==> config.mk <==
export PLATFORM = sky130hd
export DESIGN_NAME = occ_top
export DESIGN_NICKNAME = d
export VERILOG_FILES = /design/src/hdl/occ_pkg.sv /design/src/hdl/occ_top.sv
export VERILOG_INCLUDE_DIRS = /design/src /design/src/hdl
export SDC_FILE = /design/constraint.sdc
export NUM_CORES = 1
export LEC_CHECK = 0
export BUFFER_PORTS_ARGS = -buffer_cell sky130_fd_sc_hd__buf_2
export CAP_MARGIN = 15
export CORE_ASPECT_RATIO = 1.4
export CORE_MARGIN = 2
export CORE_UTILIZATION = 52
export CTS_CLUSTER_DIAMETER = 30
export CTS_CLUSTER_SIZE = 20
export DETAILED_ROUTE_END_ITERATION = 6
export PLACE_DENSITY = 0.84
export RECOVER_POWER = 50
export SLEW_MARGIN = 20
export SYNTH_ARGS = -nofsm -noshare
export SYNTH_HDL_FRONTEND = slang
export SYNTH_SLANG_ARGS = --single-unit
==> constraint.sdc <==
create_clock -name ref_clk_i -period 4.7 [get_ports ref_clk_i]
set_clock_uncertainty 0.2 [all_clocks]
set_input_delay 0.94 -clock ref_clk_i [delete_from_list [all_inputs] [get_ports ref_clk_i]]
set_output_delay 0.94 -clock ref_clk_i [all_outputs]
set_load 0.01 [all_outputs]
==> src/hdl/occ_defs.svh <==
// register map, reset values and timing constants for clock control
`ifndef OCC_DEFS_SVH
`define OCC_DEFS_SVH
`define OCC_ADDR_IOSC     16'hFFA0
`define OCC_ADDR_CMODE    16'hFFA1
`define OCC_ADDR_MOSC     16'hFFA2
`define OCC_RST_IOSC      8'h00
`define OCC_RST_MOSC      8'h80
`define OCC_RST_CMODE     8'h00
`define OCC_RD_IDLE       8'h00
`define OCC_BIT_STABLE    7
`define OCC_BIT_LS_HALT   1
`define OCC_BIT_HS_HALT   0
`define OCC_BIT_MAIN_HALT 7
`define OCC_BIT_SYS_SEL   2
`define OCC_BIT_STATUS    1
`define OCC_BIT_SPLIT     0
`define OCC_SETTLE_NS     200
`define OCC_CLK_NS        50
`define OCC_SETTLE_CYC    ((`OCC_SETTLE_NS + `OCC_CLK_NS - 1) / `OCC_CLK_NS)
`endif

==> src/hdl/occ_pkg.sv <==
// types shared by the clock control block
package occ_pkg;
    typedef struct packed {
        logic [15:0] addr;
        logic [7:0]  wdata;
        logic        wr;
        logic        rd;
    } occ_bus_t;

    typedef enum logic [1:0] {
        OCC_PIN_PORT = 2'h0,
        OCC_PIN_OSC  = 2'h1,
        OCC_PIN_EXT  = 2'h2
    } occ_pin_mode_t;

    typedef struct packed {
        logic main_hs;
        logic periph_hs;
    } occ_src_t;

    typedef enum logic [2:0] {
        OCC_SW_IDLE = 3'h1,
        OCC_SW_WAIT = 3'h2,
        OCC_SW_DONE = 3'h4
    } occ_sw_state_t;
endpackage : occ_pkg

==> src/hdl/occ_top.sv <==
// oscillator and main clock control logic
// How it works
// RULE1: sub pin mode from crystal-start bit and two sub mode bits.
// RULE2: internal osc mode reg reads 00H at reset, 80H once stable.
// RULE3: bit 7 reads 0 while high-speed osc settles, 1 when stable.
// RULE4: bit 1 at 1 halts low-speed oscillator, 0 runs it.
// RULE5: bit 0 at 1 halts high-speed oscillator, 0 runs it.
// RULE6: software halts high-speed osc only when cpu uses other clock.
// RULE7: main halt bit resets 1; 0 runs crystal or enables ext input.
// RULE8: software halts main osc only when cpu uses another clock.
// RULE9: software never clears main halt while pins are in port mode.
// RULE10: stopped peripherals need reinitialising before resuming.
// RULE11: select bit picks peripheral source, split bit picks main source.
// RULE12: status bit 1 reads 0 for internal, 1 for high-speed system.
// RULE13: system select bit may change only once after reset.
// RULE14: watchdog always runs from the low-speed oscillator.
// RULE15: 8-bit timer on low-speed rates uses the low-speed oscillator.
// RULE16: external-clock peripherals bypass peripheral clock, except 16-bit timers.
// RULE17: main clock mode register resets to 00H, internal source.
// RULE18: hs pin mode: port, crystal, or external input from two bits.
// RULE19: clock switches are glitch free; status follows completion.
`timescale 1ns/1ps
`include "occ_defs.svh"
module occ_top #(
    parameter int NPER = 4
) (
    // clock and reset
    input  wire logic            ref_clk_i,
    input  wire logic            rst_n_i,
    // register access
    input  occ_pkg::occ_bus_t    bus_i,
    output logic [7:0]           rdata_o,
    // bits held in neighbouring registers
    input  wire logic            hs_pin_mode_select_i,
    input  wire logic            ext_main_clock_input_i,
    input  wire logic            sub_crystal_start_i,
    input  wire logic            ext_sub_clock_select_i,
    input  wire logic            sub_pin_mode_select_i,
    input  wire logic            cpu_on_subclock_flag_i,
    // oscillator status
    input  wire logic            hs_osc_ready_i,
    input  wire logic            main_clk_ready_i,
    // peripheral source requests
    input  wire logic            timer8_ls_rate_i,
    input  wire logic [NPER-1:0] ext_src_sel_i,
    input  wire logic [NPER-1:0] timer16_edge_i,
    // oscillator controls
    output logic                 hs_osc_run_o,
    output logic                 ls_osc_run_o,
    output logic                 main_osc_run_o,
    output logic                 ext_clk_en_o,
    output occ_pkg::occ_pin_mode_t hs_pin_mode_o,
    output occ_pkg::occ_pin_mode_t sub_pin_mode_o,
    // clock routing
    output occ_pkg::occ_src_t    src_sel_o,
    output logic                 main_source_status_o,
    output logic                 wdt_ls_clk_o,
    output logic                 timer8_ls_clk_o,
    output logic [NPER-1:0]      periph_bypass_o
);
    localparam logic [7:0] SETTLE = 8'(`OCC_SETTLE_CYC);

    logic                  stable_q, stable_d;
    logic                  ls_halt_q, ls_halt_d;
    logic                  hs_halt_q, hs_halt_d;
    logic                  main_halt_q, main_halt_d;
    logic                  sys_sel_q, sys_sel_d;
    logic                  split_q, split_d;
    logic                  sel_lock_q, sel_lock_d;
    logic                  status_q, status_d;
    occ_pkg::occ_src_t     src_q, src_d, tgt;
    occ_pkg::occ_sw_state_t st_q, st_d;
    logic [7:0]            cnt_q, cnt_d;
    logic [7:0]            rdata_d;
    occ_pkg::occ_pin_mode_t hs_mode, sub_mode;
    logic                  tgt_ok;

    // pin modes
    always_comb
    begin
        if (!hs_pin_mode_select_i)
            hs_mode = occ_pkg::OCC_PIN_PORT; // see RULE18
        else if (ext_main_clock_input_i)
            hs_mode = occ_pkg::OCC_PIN_EXT; // see RULE18
        else
            hs_mode = occ_pkg::OCC_PIN_OSC; // see RULE18
        if (sub_crystal_start_i)
            sub_mode = occ_pkg::OCC_PIN_OSC; // see RULE1
        else if (!sub_pin_mode_select_i)
            sub_mode = occ_pkg::OCC_PIN_PORT; // see RULE1
        else if (ext_sub_clock_select_i)
            sub_mode = occ_pkg::OCC_PIN_EXT; // see RULE1
        else
            sub_mode = occ_pkg::OCC_PIN_OSC; // see RULE1
    end

    // registers
    always_comb
    begin
        stable_d    = hs_osc_ready_i & ~hs_halt_q; // see RULE2 RULE3
        ls_halt_d   = ls_halt_q;
        hs_halt_d   = hs_halt_q;
        main_halt_d = main_halt_q;
        sys_sel_d   = sys_sel_q;
        split_d     = split_q;
        sel_lock_d  = sel_lock_q;
        rdata_d     = `OCC_RD_IDLE;
        if (bus_i.wr)
        begin
            case (bus_i.addr)
                `OCC_ADDR_IOSC:
                begin
                    ls_halt_d = bus_i.wdata[`OCC_BIT_LS_HALT]; // see RULE4
                    hs_halt_d = bus_i.wdata[`OCC_BIT_HS_HALT]; // see RULE5
                end
                `OCC_ADDR_MOSC:
                    main_halt_d = bus_i.wdata[`OCC_BIT_MAIN_HALT]; // see RULE7
                `OCC_ADDR_CMODE:
                begin
                    split_d = bus_i.wdata[`OCC_BIT_SPLIT];
                    // one change allowed per reset
                    if (!sel_lock_q &&
                        bus_i.wdata[`OCC_BIT_SYS_SEL] != sys_sel_q)
                    begin
                        sys_sel_d  = bus_i.wdata[`OCC_BIT_SYS_SEL]; // see RULE13
                        sel_lock_d = 1'b1; // see RULE13
                    end
                end
                default:
                    ;
            endcase
        end
        if (bus_i.rd)
        begin
            case (bus_i.addr)
                `OCC_ADDR_IOSC:
                    rdata_d = {stable_q, 5'h00, ls_halt_q, hs_halt_q}; // see RULE2
                `OCC_ADDR_MOSC:
                    rdata_d = {main_halt_q, 7'h00};
                `OCC_ADDR_CMODE:
                    rdata_d = {5'h00, sys_sel_q, status_q, split_q}; // see RULE12
                default:
                    rdata_d = `OCC_RD_IDLE;
            endcase
        end
    end

    always_ff @(posedge ref_clk_i or negedge rst_n_i)
    begin
        if (!rst_n_i)
        begin
            stable_q    <= 1'(`OCC_RST_IOSC >> `OCC_BIT_STABLE); // see RULE2
            ls_halt_q   <= 1'b0;
            hs_halt_q   <= 1'b0;
            main_halt_q <= 1'(`OCC_RST_MOSC >> `OCC_BIT_MAIN_HALT); // see RULE7
            sys_sel_q   <= 1'b0; // see RULE17
            split_q     <= 1'b0; // see RULE17
            sel_lock_q  <= 1'b0;
            rdata_o     <= `OCC_RD_IDLE;
        end
        else
        begin
            stable_q    <= stable_d;
            ls_halt_q   <= ls_halt_d;
            hs_halt_q   <= hs_halt_d;
            main_halt_q <= main_halt_d;
            sys_sel_q   <= sys_sel_d;
            split_q     <= split_d;
            sel_lock_q  <= sel_lock_d;
            rdata_o     <= rdata_d;
        end
    end

    // source switch: a new source is taken only when it is running,
    // and after a settle gap so neither clock is cut short
    always_comb
    begin
        tgt.periph_hs = sys_sel_q; // see RULE11
        tgt.main_hs   = sys_sel_q & split_q; // see RULE11
        // high-speed system clock is only usable when enabled and alive
        tgt_ok = (!(tgt.main_hs | tgt.periph_hs) ||
                  (!main_halt_q && hs_mode != occ_pkg::OCC_PIN_PORT &&
                   main_clk_ready_i)) &&
                 (!(~tgt.main_hs | ~tgt.periph_hs) || !hs_halt_q);
        st_d     = st_q;
        cnt_d    = cnt_q;
        src_d    = src_q;
        status_d = status_q;
        case (st_q)
            occ_pkg::OCC_SW_IDLE:
                if (tgt != src_q && tgt_ok)
                begin
                    st_d  = occ_pkg::OCC_SW_WAIT;
                    cnt_d = SETTLE;
                end
            occ_pkg::OCC_SW_WAIT:
                if (cnt_q == 8'h01)
                begin
                    src_d = tgt; // see RULE19
                    st_d  = occ_pkg::OCC_SW_DONE;
                end
                else
                    cnt_d = cnt_q - 8'h01;
            occ_pkg::OCC_SW_DONE:
            begin
                status_d = src_q.main_hs; // see RULE19 RULE12
                st_d     = occ_pkg::OCC_SW_IDLE;
            end
            default:
                st_d = occ_pkg::OCC_SW_IDLE;
        endcase
    end

    always_ff @(posedge ref_clk_i or negedge rst_n_i)
    begin
        if (!rst_n_i)
        begin
            st_q     <= occ_pkg::OCC_SW_IDLE;
            cnt_q    <= 8'h00;
            src_q    <= '0; // see RULE17
            status_q <= 1'b0;
        end
        else
        begin
            st_q     <= st_d;
            cnt_q    <= cnt_d;
            src_q    <= src_d;
            status_q <= status_d;
        end
    end

    // registered outputs
    always_ff @(posedge ref_clk_i or negedge rst_n_i)
    begin
        if (!rst_n_i)
        begin
            hs_osc_run_o         <= 1'b1;
            ls_osc_run_o         <= 1'b1;
            main_osc_run_o       <= 1'b0;
            ext_clk_en_o         <= 1'b0;
            hs_pin_mode_o        <= occ_pkg::OCC_PIN_PORT;
            sub_pin_mode_o       <= occ_pkg::OCC_PIN_PORT;
            src_sel_o            <= '0;
            main_source_status_o <= 1'b0;
            wdt_ls_clk_o         <= 1'b1;
            timer8_ls_clk_o      <= 1'b0;
            periph_bypass_o      <= '0;
        end
        else
        begin
            hs_osc_run_o    <= ~hs_halt_q; // see RULE5
            ls_osc_run_o    <= ~ls_halt_q; // see RULE4
            main_osc_run_o  <= ~main_halt_q &
                               (hs_mode == occ_pkg::OCC_PIN_OSC); // see RULE7
            ext_clk_en_o    <= ~main_halt_q &
                               (hs_mode == occ_pkg::OCC_PIN_EXT); // see RULE7
            hs_pin_mode_o   <= hs_mode; // see RULE18
            sub_pin_mode_o  <= sub_mode; // see RULE1
            src_sel_o       <= src_q; // see RULE11
            main_source_status_o <= status_q; // see RULE12
            // watchdog never follows the peripheral clock choice
            wdt_ls_clk_o    <= 1'b1; // see RULE14
            timer8_ls_clk_o <= timer8_ls_rate_i; // see RULE15
            periph_bypass_o <= ext_src_sel_i & ~timer16_edge_i; // see RULE16
        end
    end
endmodule : occ_top

Word-level counts from Yosys, hierarchy flattened
Cells that the tools add are included.

Add/subtract/negate cells: 1. Eq/ne operators: 14. Muxes and demuxes: 13. Bitwise operators: 13. Reduce and logical (&&, ||, !) cells: 21.

Operator list (count): == test 16 bit (second input constant) (3); two-way mux 8 bit (3); case mux 8 bit (3 select lines) (1); case mux 8 bit (2 select lines) (1); two-way mux 2 bit (5); AND reduction 2 bit (5); == test 8 x 1 -> 1 bit (second input constant) (1); subtractor 8 x 1 -> 8 bit (second input constant) (1); two-way mux 3 bit (2); != test 2 bit (second input constant) (3); case mux 3 bit (2 select lines) (1); AND reduction 3 bit (2); logical AND 1 bit (5); zero test 1 bit (5); NOT 1 bit (5); AND 1 bit (4); AND 4 bit (1); NOT 4 bit (1); nonzero test 2 bit (2); == test 3 x 1 -> 1 bit (second input constant) (1); == test 3 x 2 -> 1 bit (second input constant) (1); == test 3 bit (second input constant) (1); == test 2 x 1 -> 1 bit (second input constant) (1); == test 2 bit (second input constant) (1); 4 further kinds (6).

Register bits: 45. Output and inout bits: 25. Logic and storage cells: 86.

Depth between registers and ports, before layout
Depth in word-level cells: 10. Gate-level depth with buffers: 6.

Worst setup path before layout
No wires, ideal clock.

Path type: input -> register. Start point: input port bus_i[13] in the netlist's numbering. End point: register hs_halt_q. Library setup time: 125 ps. Data arrival time: 2117 ps. Data required time: 4375 ps. Slack: 2258 ps. Stages on the path: 4. Cell sequence: nor4b_2 -> nand4bb_2 -> nor4b_4 -> mux2_2.

Longest elaborated chain between the ends: 2.

RTL lines: from (decl) (line occ_top.sv:31) `input occ_pkg::occ_bus_t bus_i,`; == test 16 bit (line occ_top.sv:110) `case (bus_i.addr)`; AND reduction 2 bit (no line); to (signal assigned) (line occ_top.sv:165) `hs_halt_q <= hs_halt_d;`; to (decl) (line occ_top.sv:65) `logic hs_halt_q, hs_halt_d;`.

No other way between the ends. A chain may end at the register's enable or synchronous reset.

==> reports/qor.csv <==
stage;metric;value;unit
run_status;status;finished with violations;
run_status;violations;max-capacitance violations, max-slew violations;
clock_tree;clk_latency;0.30;ns
synthesis;ys_seq_elements;41;
clock_tree;post-cts-setup-buffers;0;
placement;place_congestion;0.776;
setup_path;critPathArrivalTime;2.40;ns
detailed_routing;dr_total_vias;1357;
sta;rsz0062_at_grt;false;
synthesis;syn-cell-area;0.00184;mm²
setup_path;max_stage_delay;1.45;ns
synthesis;synth-main-ff-cell;dfrtp_1;
global_routing;grt_max_degree;42;
clock_tree;cts-htree-levels;2;
hold_path;hold_class;reg -> reg;
synthesis;synth_edf_count;0;
global_routing;grt_usage;19.7;%
sta;tns;0;ns
clock_tree;clk_path_buf_depth;2;
setup_path;path_class;in -> async;
synthesis;ys_seq_area_share;55.9;%
floorplan;num_rows;25;
clock_tree;cts_root_buffer;clkbuf_8;
detailed_routing;vias_per_cell;5.20;
global_routing;grt_pass1_wl;5610;µm
pwr;power.combinational.fraction;6.2;%
pwr;vdd_ir_drop_max;0.238;mV
detailed_routing;drcViolationCount;0;
clock_tree;clk_pin_slew;0.08;ns
clock_tree;ctsResizeCount;0;
detailed_routing;drtPass1Iterations;4;
detailed_routing;antenna_left;0;
clock_tree;numCtsBuffers;5;
pwr;p_clk_share;41.4;%
floorplan;die_w;54.3;µm
setup_path;required;4.49;ns
cells_and_area;finalNetCount;267;
setup_path;path_buf_inv;1;
sta;hold_viol;0;
synthesis;synthTopCellsByCount;dfrtp_1, nand2_1, nor2_1, nor2b_1;
synthesis;synth.most_common_cell;dfrtp_1;
floorplan;core;0.00338;mm²
clock_tree;cts_hold_buf;0;
sta;relSlewSlack;-37.4;%
synthesis;syn_inst;158;
detailed_routing;routed_wl;3560;µm
pwr;switchingPower;0.150;mW
pwr;p_leak;1.10;nW
synthesis;synth_area_leaders;dfrtp_1, dfstp_2, mux2_2, nand2_1, nor2b_1;
sta;max_freq;383;MHz
setup_path;crit_path_max_fanout;41;
pwr;total_power;0.686;mW
floorplan;die-height;74.4;µm
setup_path;crit_chain;clkbuf_1;
sta;period_minus_slack;2.61;ns
detailed_routing;drt_iter0_markers;13;
job;cap_violations;1;
placement;port_buffers;59;
synthesis;synth_top_area_share;50.2;%
cells_and_area;syn2layout_area_growth;22.9;%
sta;tightest_slew;2.06;ns
sta;setup_viol;0;
global_routing;gr-total-overflow;0;
floorplan;die-area;0.00404;mm²
placement;hpwl;2690;µm
synthesis;async_flop_share;100;%
synthesis;yosys_warnings;0;
pwr;seq_power_share;52.3;%
synthesis;yosysTopAreaCell;dfrtp_1;
pwr;switching_share;21.8;%
setup_path;cp_top_family;buffers and inverters;
synthesis;synth.distinct_cells;44;
sta;min_period_over_period;55.6;%
cells_and_area;drive_gt1_share;39.8;%
pwr;p_int;0.536;mW
setup_path;endpoint_kind;asynchronous set/reset pin;
synthesis;avgSynthCellArea;11.7;µm²
setup_path;cp-start-kind;primary input;
clock_tree;clock-sinks;41;
clock_tree;tritoncts;yes;
floorplan;start_util;54.6;%
global_routing;grt_pass1_vias;1281;
floorplan;ios;70;
detailed_routing;wl_per_cell;13.6;µm
global_routing;antenna_found_initial;0;
setup_path;critPathSlowestCell;clkbuf_1;
sta;final_max_slew_viol_count;42;
pwr;powerDensity;303;mW/mm²
cells_and_area;antenna_cells;0;
-- final cells by class --
class                      count  area, µm²
clock buffer                   5       68.8
clock inverter                 3       46.3
fill                         260       1110
inverter                       6       22.5
multi-input combinational    107        756
sequential                    41       1030
tap                           40       50.0
timing repair buffer          59        292
-- registers in the layout, summed over array words and instances (netlist names), 2 cells and up --
signal	cells
src_q	2
sub_pin_mode_o	2
src_sel_o	2
periph_bypass_o	4
st_q	3
rdata_o	4
hs_pin_mode_o	2
cnt_q	8
-- logic make-up (layout without fill, tap and decap cells) --
logic type	after synthesis	in the layout	synth area share [%]
flops	41	41	55.9
fa+ha+maj	2	2	1.36
buf+inv	13	73	3.67
mux	11	11	6.45
other cells	2	5	0.407
compound gates	19	19	7.47
simple gates	68	68	23.8
xor+xnor	2	2	0.951
-- path summary, 6_finish.rpt --
path | depth (start not counted) | slack [ns] | end | from
max | 1 | 2.09 | stable_q | rst_n_i
min | 1 | 0.21 | ls_osc_run_o | ls_halt_q
max reg2reg | 4 | 2.66 | cnt_q[3] | st_q[0]
min reg2reg | 1 | 0.21 | ls_osc_run_o | ls_halt_q
max in group ref_clk_i | 5 | 2.33 | ls_halt_q | bus_i[13]
min in group asynchronous | 1 | 1.03 | src_sel_o[0] | rst_n_i
-- through the flow --
step	setup slack (ns)	utilization (%)	std cells	hold WS (ns)	cell area, µm²
final	2.09	67.1	261	0.210	2270
after CTS	2.32	67.2	261	0.212	2270
after global placement	2.05	63.8	253	0.190	2150
after floorplan	2.26	-	161	0.173	1850
after global routing	1.65	67.1	261	0.239	2270
after detailed placement	2.00	63.8	253	0.201	2150
-- cell usage in the layout (no fill, tap or decap), types with 2 or more instances in the layout --
cell,Yosys,routed
nand4_1,2,2
inv_1,6,6
nand3_1,4,4
nor3_1,4,4
a21oi_1,2,2
a21o_1,2,2
buf_2,0,56
mux2_2,6,6
dfrtp_1,37,37
nand2_1,14,14
or3b_2,2,2
clkbuf_8,0,5
clkbuf_1,2,3
nand3b_1,3,3
o21ai_0,6,6
nor2b_1,8,8
conb_1,2,5
nor4_1,4,4
or3b_1,3,3
nor3b_1,2,2
o211ai_1,2,2
nor2_1,10,10
or3_2,2,2
mux2i_1,4,4
ha_1,2,2
dfstp_2,4,3
o31a_1,2,2
-- metal layers --
| layer | up-vias | part of all wire [%] | routed length (µm) | track usage [%] |
|---|---|---|---|---|
| met5 | - | 0 | 0 | 0 |
| met4 | 0 | 2.2 | 77 | 9.17 |
| met3 | 7 | 4.9 | 175 | 5.42 |
| met2 | 32 | 55 | 1950 | 34.3 |
| met1 | 651 | 38 | 1350 | 21.6 |
| li1 | 667 | - | - | - |
-- power groups by stage --
stage / Sequential, mW / Combinational, mW / Clock [mW]
after detailed placement: 0.366 / 0.0439 / 0
after global routing: 0.360 / 0.0480 / 0.302
after CTS: 0.359 / 0.0440 / 0.290
after floorplan: 0.369 / 0.0137 / 0
final: 0.359 / 0.0428 / 0.284
after global placement: 0.366 / 0.0423 / 0
Note: power is estimated with default switching activity, not from simulation.
